## src/design/sid_pkg.sv

```systemverilog
// split interrupt descriptor: field layout, reset values, carriers, states
// assumes one 64-bit descriptor word, bit 0 the valid flag
package sid_pkg;

  // descriptor field positions
  localparam int unsigned VALID_BIT   = 0;
  localparam int unsigned REQ_LSB     = 3;
  localparam int unsigned REQ_MSB     = 17;
  localparam int unsigned MPS_LSB     = 18;
  localparam int unsigned MPS_MSB     = 28;
  localparam int unsigned EP_LO_BIT   = 31;
  localparam int unsigned EP_HI_LSB   = 32;
  localparam int unsigned EP_HI_MSB   = 34;
  localparam int unsigned ADDR_LSB    = 35;
  localparam int unsigned ADDR_MSB    = 41;
  localparam int unsigned TOKEN_LSB   = 42;
  localparam int unsigned TOKEN_MSB   = 43;
  localparam int unsigned SPLIT_BIT   = 46;
  localparam int unsigned CERR_LSB    = 55;
  localparam int unsigned CERR_MSB    = 56;

  // token codes
  localparam logic [1:0]  TOKEN_OUT   = 2'h0;
  localparam logic [1:0]  TOKEN_IN    = 2'h1;

  // values after reset
  localparam logic [14:0] REM_RST     = 15'h0000;
  localparam logic [11:0] DONE_RST    = 12'h000;
  localparam logic [1:0]  CERR_RST    = 2'h0;

  // decoded descriptor
  typedef struct packed {
    logic        split;
    logic [1:0]  cerr;
    logic [1:0]  token;
    logic [6:0]  target_function_addr;
    logic [3:0]  endpoint_number;
    logic [10:0] max_packet_bytes;
    logic [14:0] request_byte_count;
  } sid_desc_t;

  // one packet request toward the transaction engine
  typedef struct packed {
    logic        split;
    logic [1:0]  token;
    logic [6:0]  target_function_addr;
    logic [3:0]  endpoint_number;
    logic [10:0] len;
  } sid_pkt_t;

  // status seen by software
  typedef struct packed {
    logic        valid;
    logic [1:0]  cerr;
    logic [11:0] done_byte_count;
  } sid_stat_t;

  typedef enum logic [1:0] {
    SID_IDLE  = 2'h0,
    SID_ISSUE = 2'h1,
    SID_WAIT  = 2'h3,
    SID_DONE  = 2'h2
  } sid_state_t;

endpackage : sid_pkg

```

## src/design/sid_pkt_len.sv

```systemverilog
// packet length limiter: smaller of bytes left and endpoint packet size
// assumes both inputs come from registers on the same clock
`timescale 1ns/1ps
module sid_pkt_len #(
  parameter int unsigned REM_W = 15,
  parameter int unsigned MPS_W = 11
) (
  input  wire logic [REM_W-1:0] remaining,
  input  wire logic [MPS_W-1:0] max_packet_bytes,
  output logic      [MPS_W-1:0] len
);

  // a request shorter than one packet goes out as a short packet
  always_comb begin
    if (remaining < REM_W'(max_packet_bytes)) begin
      len = remaining[MPS_W-1:0];
    end else begin
      len = max_packet_bytes;
    end
  end

endmodule : sid_pkt_len

```

## src/design/sid_core.sv

```systemverilog
// split interrupt descriptor executor: decodes the descriptor that software
// writes and runs it as a sequence of packets, with retries and byte count
// assumes the transaction engine answers each request with one done pulse,
// on the same clock, and that software honours the size limits below
`timescale 1ns/1ps
module sid_core (
  input  wire logic               clk,
  input  wire logic               srst,
  input  wire logic               sw_write,
  input  wire logic [63:0]        sw_desc,
  output logic                    pkt_req,
  output sid_pkg::sid_pkt_t       pkt,
  input  wire logic               pkt_done,
  input  wire logic               pkt_err,
  input  wire logic               pkt_fatal,
  input  wire logic [10:0]        pkt_bytes,
  output sid_pkg::sid_stat_t      stat,
  output logic                    desc_done
);

  sid_pkg::sid_state_t state_q, state_d;
  sid_pkg::sid_desc_t  desc_q, desc_d;
  sid_pkg::sid_pkt_t   pkt_q, pkt_d;
  logic                valid_q, valid_d;
  logic [14:0]         rem_q, rem_d;
  logic [11:0]         done_q, done_d;
  logic [10:0]         next_len;
  logic                accept;
  logic [14:0]         rem_left;

  // a write while idle with the valid bit set starts the descriptor
  assign accept = sw_write && (state_q == sid_pkg::SID_IDLE)
                  && sw_desc[sid_pkg::VALID_BIT];
  assign rem_left = 15'(rem_q - {4'h0, pkt_bytes});

  sid_pkt_len #(
    .REM_W (15),
    .MPS_W (11)
  ) u_len (
    .remaining        (rem_q),
    .max_packet_bytes (desc_q.max_packet_bytes),
    .len              (next_len)
  );

  // descriptor sequencing
  always_comb begin
    state_d = state_q;
    desc_d  = desc_q;
    pkt_d   = pkt_q;
    valid_d = valid_q;
    rem_d   = rem_q;
    done_d  = done_q;
    unique case (state_q)
      sid_pkg::SID_IDLE: begin
        if (accept) begin
          desc_d.split = sw_desc[sid_pkg::SPLIT_BIT];
          desc_d.cerr  = sw_desc[sid_pkg::CERR_MSB:sid_pkg::CERR_LSB];
          desc_d.token = sw_desc[sid_pkg::TOKEN_MSB:sid_pkg::TOKEN_LSB];
          desc_d.target_function_addr =
            sw_desc[sid_pkg::ADDR_MSB:sid_pkg::ADDR_LSB];
          desc_d.endpoint_number =
            {sw_desc[sid_pkg::EP_HI_MSB:sid_pkg::EP_HI_LSB],
             sw_desc[sid_pkg::EP_LO_BIT]};
          desc_d.max_packet_bytes =
            sw_desc[sid_pkg::MPS_MSB:sid_pkg::MPS_LSB];
          desc_d.request_byte_count =
            sw_desc[sid_pkg::REQ_MSB:sid_pkg::REQ_LSB];
          rem_d   = sw_desc[sid_pkg::REQ_MSB:sid_pkg::REQ_LSB];
          done_d  = sid_pkg::DONE_RST;
          valid_d = 1'b1;
          state_d = sid_pkg::SID_ISSUE;
        end
      end
      sid_pkg::SID_ISSUE: begin
        pkt_d.split                = desc_q.split;
        pkt_d.token                = desc_q.token;
        pkt_d.target_function_addr = desc_q.target_function_addr;
        pkt_d.endpoint_number      = desc_q.endpoint_number;
        pkt_d.len                  = next_len;
        state_d                    = sid_pkg::SID_WAIT;
      end
      sid_pkg::SID_WAIT: begin
        if (pkt_done) begin
          if (pkt_fatal) begin
            valid_d = 1'b0;
            state_d = sid_pkg::SID_IDLE;
          end else if (pkt_err) begin
            if (desc_q.cerr != 2'h0) begin
              desc_d.cerr = 2'(desc_q.cerr - 2'h1);
              state_d     = sid_pkg::SID_ISSUE;
            end else begin
              state_d = sid_pkg::SID_DONE;
            end
          end else begin
            done_d = 12'(done_q + {1'b0, pkt_bytes});
            rem_d  = rem_left;
            // a short packet or an empty budget ends the descriptor
            if (rem_left == 15'h0000 || pkt_bytes < pkt_q.len) begin
              state_d = sid_pkg::SID_DONE;
            end else begin
              state_d = sid_pkg::SID_ISSUE;
            end
          end
        end
      end
      sid_pkg::SID_DONE: begin
        valid_d = 1'b0;
        state_d = sid_pkg::SID_IDLE;
      end
    endcase
  end

  // state registers; every field resets so pkt and stat read zero
  always_ff @(posedge clk) begin
    if (srst) begin
      state_q <= sid_pkg::SID_IDLE;
      valid_q <= 1'b0;
      rem_q   <= sid_pkg::REM_RST;
      done_q  <= sid_pkg::DONE_RST;
      desc_q  <= '0;
      pkt_q   <= '0;
    end else begin
      state_q <= state_d;
      valid_q <= valid_d;
      rem_q   <= rem_d;
      done_q  <= done_d;
      desc_q  <= desc_d;
      pkt_q   <= pkt_d;
    end
  end

  // request is a handshake level, the packet fields come from flops
  // the level stands through the done pulse; the engine must not re-fire
  assign pkt_req              = (state_q == sid_pkg::SID_WAIT);
  assign pkt                  = pkt_q;
  assign stat.valid           = valid_q;
  assign stat.cerr            = desc_q.cerr;
  assign stat.done_byte_count = done_q;
  assign desc_done            = (state_q == sid_pkg::SID_DONE);
endmodule : sid_core

```

## config.mk

```make
export PLATFORM = sky130hd
export DESIGN_NAME = sid_core
export DESIGN_NICKNAME = d
export VERILOG_FILES = /design/src/design/sid_pkg.sv /design/src/design/sid_pkt_len.sv /design/src/design/sid_core.sv
export SDC_FILE = /design/constraint.sdc
export NUM_CORES = 1
export LEC_CHECK = 0
export BUFFER_PORTS_ARGS = -buffer_cell sky130_fd_sc_hd__buf_2
export CORE_MARGIN = 2
export CORE_UTILIZATION = 49
export DETAILED_ROUTE_END_ITERATION = 7
export PLACE_DENSITY = 0.77
export SYNTH_ARGS = -nofsm -noshare
export SYNTH_HDL_FRONTEND = slang
export SYNTH_SLANG_ARGS = --single-unit
export TNS_END_PERCENT = 5
```

## constraint.sdc

```tcl
create_clock -name clk -period 2.5 [get_ports clk]
set_input_delay 0.25 -clock clk [delete_from_list [all_inputs] [get_ports clk]]
set_output_delay 0.25 -clock clk [all_outputs]
set_load 0.03 [all_outputs]
```

==> results.sh, run 1 <==
export IMPL_clk_pin_slew_ns=0.10
export IMPL_critPathCaptureType="register"
export IMPL_synth_edf_count=0
export IMPL_reg2reg_depth=11
export IMPL_ant_nets=0
export IMPL_hpwl_um=11000
export IMPL_grt_overflow_total=0
export IMPL_cts_tree="built"
export IMPL_start_kind="register"
export IMPL_switching_share=0.351
export IMPL_num_antenna_cells=0
export IMPL_wl_um=14700
export IMPL_fin_cells=889
export IMPL_finalPower_mw=3.41
export IMPL_fin_nets=877
export IMPL_synth_fp_nets=741
export IMPL_fin_util=0.632
export IMPL_fin_area_mm2=0.00615
export IMPL_grt_pass1_wl_um=23900
export IMPL_min_from="sw_desc[31]"
export IMPL_dpl_worst_slack_ns=-0.200
export IMPL_p_leak_nw=2.71
export IMPL_cp_slowest_cell="or3_4"
export IMPL_multi_input_area_mm2=0.00304
export IMPL_max_cap_viol_count=0
export IMPL_clk_latency_ns=0.36
export IMPL_period_needed_ns=2.53
export IMPL_io_buffers=101
export IMPL_crit_family="compound AO/OA/AOI/OAI gates"
export IMPL_avgSynthCellArea_um2=7.92
export IMPL_cts_buffers=9
export IMPL_hold_path_class="input pin to register"
export IMPL_wire_per_inst_um=16.5
export IMPL_hold_violations=0
export IMPL_root_buffer="clkbuf_8"
export IMPL_ir_drop_uv=347
export IMPL_drt_initial_drc_count=340
export IMPL_floorplan_initialDensity=0.500
export IMPL_drive_gt1_frac=0.272
export IMPL_clockBufferDepth=2
export IMPL_failed_checks="setup timing"
export IMPL_r2r_slack_ns=-0.03
export IMPL_antenna_found_initial=0
export IMPL_tns_ns=-0.0298
export IMPL_vias_per_cell=5.72
export IMPL_rsz0062_at_grt="true"
export IMPL_crit_path_cell_trace="inv_2 -> ha_4 -> fa_2 -> nand2b_4 -> a21oi_4 -> o311a_4 -> or3_4 -> a211oi_2 -> nand4_1 -> a21o_1 -> a31oi_1"
export IMPL_ys_types=65
export IMPL_tightest_slew_ns=0.849
export IMPL_holdWs_ns=0.121
export IMPL_place_area_mm2=0.00584
export IMPL_ys_ff_latch=82
export IMPL_period_share=1.01
export IMPL_seqPwrFrac=0.427
export IMPL_die_h_um=104
export IMPL_drc_errors=0
export IMPL_grt_pass1_vias=4924
export IMPL_min_to="desc_q[26]$_SDFFE_PP0P_"
export IMPL_p_int_mw=2.21
export IMPL_synth_cells=615
export IMPL_num_vias=5087
export IMPL_fp_dieArea_mm2=0.0107
export IMPL_synth_warnings=0
export IMPL_ys_flop_type="dfxtp_1"
export IMPL_crit_buf_inv=1
export IMPL_coreArea_mm2=0.00973
export IMPL_power_density_mw_per_mm2=555
export IMPL_cp_max_fo=3
export IMPL_grt_max_degree=49
export IMPL_synth_area_mm2=0.00487
export IMPL_maxSlewViolCount=0
export IMPL_final_cell_mix="buf_2 (101), nand2_1 (99), dfxtp_1 (81)"
export IMPL_fill_cells=873
export IMPL_status="finished with violations"
export IMPL_ys_async_sr_fraction=0
export IMPL_arrival_ns=2.81
export IMPL_switchingPower_mw=1.20
export IMPL_crit_required_ns=2.78
export IMPL_fmax_mhz=395
export IMPL_ios=123
export IMPL_regArea_mm2=0.00164
export IMPL_clock_sinks=82
export IMPL_timing_rr_end="state_q[1]$_SDFFE_PP0P_"
export IMPL_reg2reg_from="rem_q[0]$_SDFFE_PP0P_"
export IMPL_slew_headroom=0.434
export IMPL_clockPowerShare=0.274
export IMPL_num_rows=36
export IMPL_die_w_um=104
export IMPL_firstDrtPassIters=5
export IMPL_worstSetupPathType="register to register"
export IMPL_syn_to_final_growth_pct=26.3
export IMPL_fin_skew_ns=0.0128
export IMPL_dp_cells=872
export IMPL_setup_viol=1
export IMPL_critPathMaxStageDelay_ns=0.39
export IMPL_synth_seq_area_share=0.337
export IMPL_grt_usage=0.274
export IMPL_combPwrFrac=0.300
export IMPL_htreeDepth=3
export IMPL_whs_path_depth=3
export IMPL_final_common_cell="buf_2"
export IMPL_worst_slack_ns=-0.0298
export IMPL_place_congestion=0.962
==> worst max path at each step <==
| stage | from | endpoint | slack, ns | depth (start not counted) |
|---|---|---|---|---|
| after floorplan | rem_q[0]$_SDFFE_PP0P_ | state_q[1]$_SDFFE_PP0P_ | 0.01 | 11 |
| after global placement | pkt_bytes[0] | state_q[1]$_SDFFE_PP0P_ | -0.13 | 11 |
| after detailed placement | pkt_bytes[0] | state_q[1]$_SDFFE_PP0P_ | -0.20 | 12 |
| after CTS | rem_q[0]$_SDFFE_PP0P_ | state_q[1]$_SDFFE_PP0P_ | -0.01 | 11 |
| after global routing | rem_q[0]$_SDFFE_PP0P_ | state_q[1]$_SDFFE_PP0P_ | -0.13 | 11 |
| final | rem_q[0]$_SDFFE_PP0P_ | state_q[1]$_SDFFE_PP0P_ | -0.03 | 11 |
==> area by class of cell <==
class | instances | area share
multi-input cells | 457 | 0.494
flip-flops and latches | 82 | 0.267
repair buffers | 159 | 0.156
well taps | 133 | 0.0271
inverters | 42 | 0.0256
clock buffers | 10 | 0.0224
clock inverters | 6 | 0.00793
==> worst min-delay path, stage by stage <==
cell and delay (ns):
buf_2 0.10, nand2_1 0.05, a21oi_1 0.05
==> flip-flops by register name, indices dropped and copies added, names as in the netlist <==
name / flops
desc_q: 25
done_q: 12
pkt: 25
rem_q: 15
stat: 2
state_q: 2
valid_q: 1
==> cell usage after synthesis, types with 3 or more instances <==
cell type   n  area share
nand2b_1    7      0.0090
a22oi_1     8       0.012
a211oi_1   16       0.025
a2111oi_0   3      0.0054
a222oi_1    4      0.0082
or3_1       4      0.0051
dfxtp_1    82        0.34
inv_1      41       0.032
and3_1      4      0.0051
nand3_1     9      0.0093
o21ai_1     4      0.0041
clkbuf_1   25       0.019
a21oi_1    72       0.074
xnor2_1     9       0.016
mux2i_1    12       0.025
a31oi_1     8       0.010
ha_1       43        0.11
a21o_1     11       0.017
nor3_1     12       0.012
o21ai_0    17       0.017
nand2_1    99       0.076
xor2_1      4      0.0072
nor4_1      4      0.0051
o21a_1      4      0.0062
buf_4       4      0.0062
a221oi_1    8       0.014
nor2b_1     4      0.0051
o31ai_1     3      0.0046
nor2_1     45       0.035
==> kinds of logic after synthesis <==
| logic type | Yosys count | share of synthesized area |
|---|---|---|
| AOI/OAI and AO/OA | 182 | 0.242 |
| xor gates and xnor gates | 13 | 0.0234 |
| adders and majority gates | 45 | 0.119 |
| buffers and inverters | 76 | 0.0637 |
| DFF | 82 | 0.337 |
| muxes | 12 | 0.0247 |
| and+or+nand+nor | 205 | 0.190 |
==> power groups by stage <==
stage	registers, mW	clock network, mW	logic [mW]
global route	1.47	1.01	1.12
CTS	1.45	0.944	0.979
finish	1.46	0.935	1.02
floorplan	1.52	0	0.598
global placement	1.48	0	0.926
detailed placement	1.48	0	0.959
==> timing repair <==
item,4_1_cts,5_1_grt
setup endpoints to repair,5,14
gates resized for setup,12,14
buffers inserted,0,1
hold buffers,0,0
pin swaps,7,10
==> layer usage <==
| metal | vias to the layer above | global-route usage | wire length, um |
|---|---|---|---|
| met3 | 32 | 0.0560 | 1220 |
| met5 | - | 0 | 0 |
| met2 | 226 | 0.461 | 6940 |
| met1 | 2374 | 0.343 | 6060 |
| met4 | 0 | 0.111 | 466 |
| li1 | 2455 | - | - |
Power figures use the tool's default switching activity.
==> inputs of run 2 (changes only) <==
- CORE_UTILIZATION: 49 -> 35
- PLACE_DENSITY: 0.77 -> unset
- SYNTH_HIERARCHICAL: unset -> 1
==> run 2 against run 1 <==
Combinational power up 48%. Utilization down 17 points. The run still ends with setup timing left. Area after synthesis up 10%. Critical path type unchanged. Sequential cell count unchanged. Critical path depth down 2. Critical endpoint is now state_q[0]$_SDFFE_PP0P_. Non-clock buffer count up 35. Fmax down 6.5%. Hold slack better by 0.012 ns. Highest routed layer unchanged. Synthesized cell count up 13%. Clock-buffer cell count unchanged. First-iteration DRC count down 11%.
==> results.sh, run 2 <==
export IMPL_period_needed_ns=2.71
export IMPL_reg2reg_depth=9
export IMPL_die_w_um=128
export IMPL_final_common_cell="nand2_1"
export IMPL_drt_initial_drc_count=304
export IMPL_min_to="desc_q[34]$_SDFFE_PP0P_"
export IMPL_power_density_mw_per_mm2=616
export IMPL_synth_cells=693
export IMPL_cts_buffers=9
export IMPL_min_from="sw_desc[39]"
export IMPL_fin_area_mm2=0.00695
export IMPL_drive_gt1_frac=0.282
export IMPL_synth_fp_nets=819
export IMPL_synth_seq_area_share=0.305
export IMPL_synth_edf_count=0
export IMPL_start_kind="register"
export IMPL_grt_usage=0.208
export IMPL_status="finished with violations"
export IMPL_setup_viol=2
export IMPL_hold_buffers=0
export IMPL_timing_rr_end="state_q[0]$_SDFFE_PP0P_"
export IMPL_ir_drop_uv=321
export IMPL_synth_area_mm2=0.00538
export IMPL_syn_to_final_growth_pct=29.3
export IMPL_wl_met3_um=772
export IMPL_ant_nets=0
export IMPL_synthTopCellsByArea="dfxtp_1 (31%), ha_1 (10%), nand2_1 (9.4%)"
export IMPL_worstSetupPathType="register to register"
export IMPL_yosys_area_top_type="dfxtp_1"
export IMPL_antenna_found_initial=0
export IMPL_tns_ns=-0.386
export IMPL_hold_path_class="input pin to register"
export IMPL_critPathCaptureType="register"
export IMPL_grt_max_degree=51
export IMPL_wl_met2_um=7730
export IMPL_cp_max_fo=2
export IMPL_grt_pass1_vias=5275
export IMPL_ys_types=71
export IMPL_root_buffer="clkbuf_16"
export IMPL_num_vias=5541
export IMPL_route_top_layer_used="met4"
export IMPL_die_h_um=128
export IMPL_fmax_mhz=370
export IMPL_maxSlewViolCount=0
export IMPL_failed_checks="setup timing"
export IMPL_clock_sinks=82
export IMPL_fill_cells=1569
export IMPL_final_cell_mix="nand2_1 (135), buf_2 (101), buf_4 (93)"
export IMPL_ys_ff_latch=82
export IMPL_ys_async_sr_fraction=0
export IMPL_num_rows=45
export IMPL_coreArea_mm2=0.0151
export IMPL_synth_commonest_cells="nand2_1 (135), a21oi_1 (86), dfxtp_1 (82), ha_1 (43), inv_1 (41)"
export IMPL_clk_latency_ns=0.35
export IMPL_num_antenna_cells=0
export IMPL_clk_pin_slew_ns=0.07
export IMPL_cp_slowest_cell="fa_1"
export IMPL_ys_flop_type="dfxtp_1"
export IMPL_hpwl_um=12300
export IMPL_place_congestion=0.908
export IMPL_critPathMaxStageDelay_ns=0.53
export IMPL_regArea_mm2=0.00164
export IMPL_r2r_slack_ns=-0.21
export IMPL_wl_met1_um=7830
export IMPL_worst_slack_ns=-0.206
export IMPL_avgSynthCellArea_um2=7.76
export IMPL_floorplan_initialDensity=0.356
export IMPL_fin_skew_ns=0.00672
export IMPL_firstDrtPassIters=5
export IMPL_holdWs_ns=0.133
export IMPL_ios=123
export IMPL_reg2reg_from="rem_q[0]$_SDFFE_PP0P_"
export IMPL_tightest_slew_ns=1.10
export IMPL_wl_um=16600
export IMPL_synth_warnings=6
export IMPL_crit_path_cell_trace="inv_2 -> ha_4 -> fa_1 -> or4bb_4 -> a2111oi_4 -> nand4b_1 -> or4_4 -> nand2_1 -> o221ai_1"
export IMPL_multi_input_area_mm2=0.00343
export IMPL_arrival_ns=2.92
export IMPL_yosysMostFrequentCell="nand2_1"
export IMPL_cts_tree="built"
export IMPL_place_area_mm2=0.00659
export IMPL_htreeDepth=3
export IMPL_period_share=1.08
export IMPL_hold_violations=0
export IMPL_fp_dieArea_mm2=0.0164
export IMPL_io_buffers=101
export IMPL_grt_pass1_wl_um=26900
export IMPL_vias_per_cell=5.30
export IMPL_crit_required_ns=2.72
export IMPL_synth_top_area_share=0.305
export IMPL_drc_errors=0
export IMPL_grt_overflow_total=0
export IMPL_finalPower_mw=4.28
export IMPL_p_leak_nw=3.01
export IMPL_rsz0062_at_grt="true"
export IMPL_fin_nets=979
export IMPL_wire_per_inst_um=15.9
export IMPL_clockBufferDepth=2
export IMPL_max_cap_viol_count=0
export IMPL_slew_headroom=0.266
export IMPL_whs_path_depth=3
-- run 2: worst max path at each step --
stage / start / end / slack [ns]
floorplan: rem_q[0]$_SDFFE_PP0P_ / state_q[0]$_SDFFE_PP0P_ / -0.21
global placement: pkt_bytes[0] / state_q[0]$_SDFFE_PP0P_ / -0.36
detailed placement: pkt_bytes[0] / state_q[0]$_SDFFE_PP0P_ / -0.40
CTS: rem_q[0]$_SDFFE_PP0P_ / state_q[0]$_SDFFE_PP0P_ / -0.26
global route: rem_q[0]$_SDFFE_PP0P_ / state_q[0]$_SDFFE_PP0P_ / -0.29
finish: rem_q[0]$_SDFFE_PP0P_ / state_q[0]$_SDFFE_PP0P_ / -0.21
-- run 2: repair_timing --
item | CTS | global route
gates cloned | 0 | 0
setup buffers | 1 | 1
pin swaps | 7 | 5
endpoints found under the hold margin | 0 | 0
endpoints found under the setup margin | 4 | 5
resized for setup | 8 | 7
-- run 2: cell families after synthesis --
logic type | Yosys count | synth area share
XOR/XNOR | 13 | 0.0212
flip-flops | 82 | 0.305
buffers and inverters | 86 | 0.0719
AND/OR/NAND/NOR | 244 | 0.209
AO/OA/AOI/OAI | 211 | 0.263
multiplexers | 12 | 0.0223
adder cells (fa/ha/maj) | 45 | 0.107
-- run 2: metrics by stage --
stage / std cells / utilization / worst slack [ns]
2_1_floorplan: 693 / - / -0.205
3_3_place_gp: 1028 / 0.437 / -0.365
3_5_place_dp: 1028 / 0.437 / -0.402
4_1_cts: 1045 / 0.458 / -0.260
5_1_grt: 1046 / 0.461 / -0.291
6_report: 1046 / 0.461 / -0.206
-- run 2: cell type report --
class / instances / area share
Clock buffer: 10 / 0.0344
Tap cell: 188 / 0.0338
Inverter: 41 / 0.0221
Timing Repair Buffer: 194 / 0.173
Clock inverter: 6 / 0.00684
Multi-Input combinational cell: 525 / 0.493
Sequential cell: 82 / 0.237
-- run 2: power by group --
| part | total, mW | leakage, nW | switching, mW | internal (mW) |
|---|---|---|---|---|
| sequential | 1.47 | 0.666 | 0.0749 | 1.39 |
| combinational | 1.51 | 2.20 | 0.907 | 0.601 |
| clock | 1.30 | 0.139 | 0.593 | 0.709 |
| total | 4.28 | 3.01 | 1.58 | 2.70 |
-- run 2: worst max-delay path, delay by kind of cell, from the launching register on --
family	cells	cell delay [ns]
fa+ha+maj	2	0.68
simple gates	4	1.23
flops	1	0.33
compound gates	2	0.30
buf+inv	1	0.04
-- run 2: layer usage --
layer	vias up	GRT usage
met2	147	0.334
met5	-	0
met4	0	0.0679
met1	2586	0.285
li1	2787	-
met3	21	0.0334
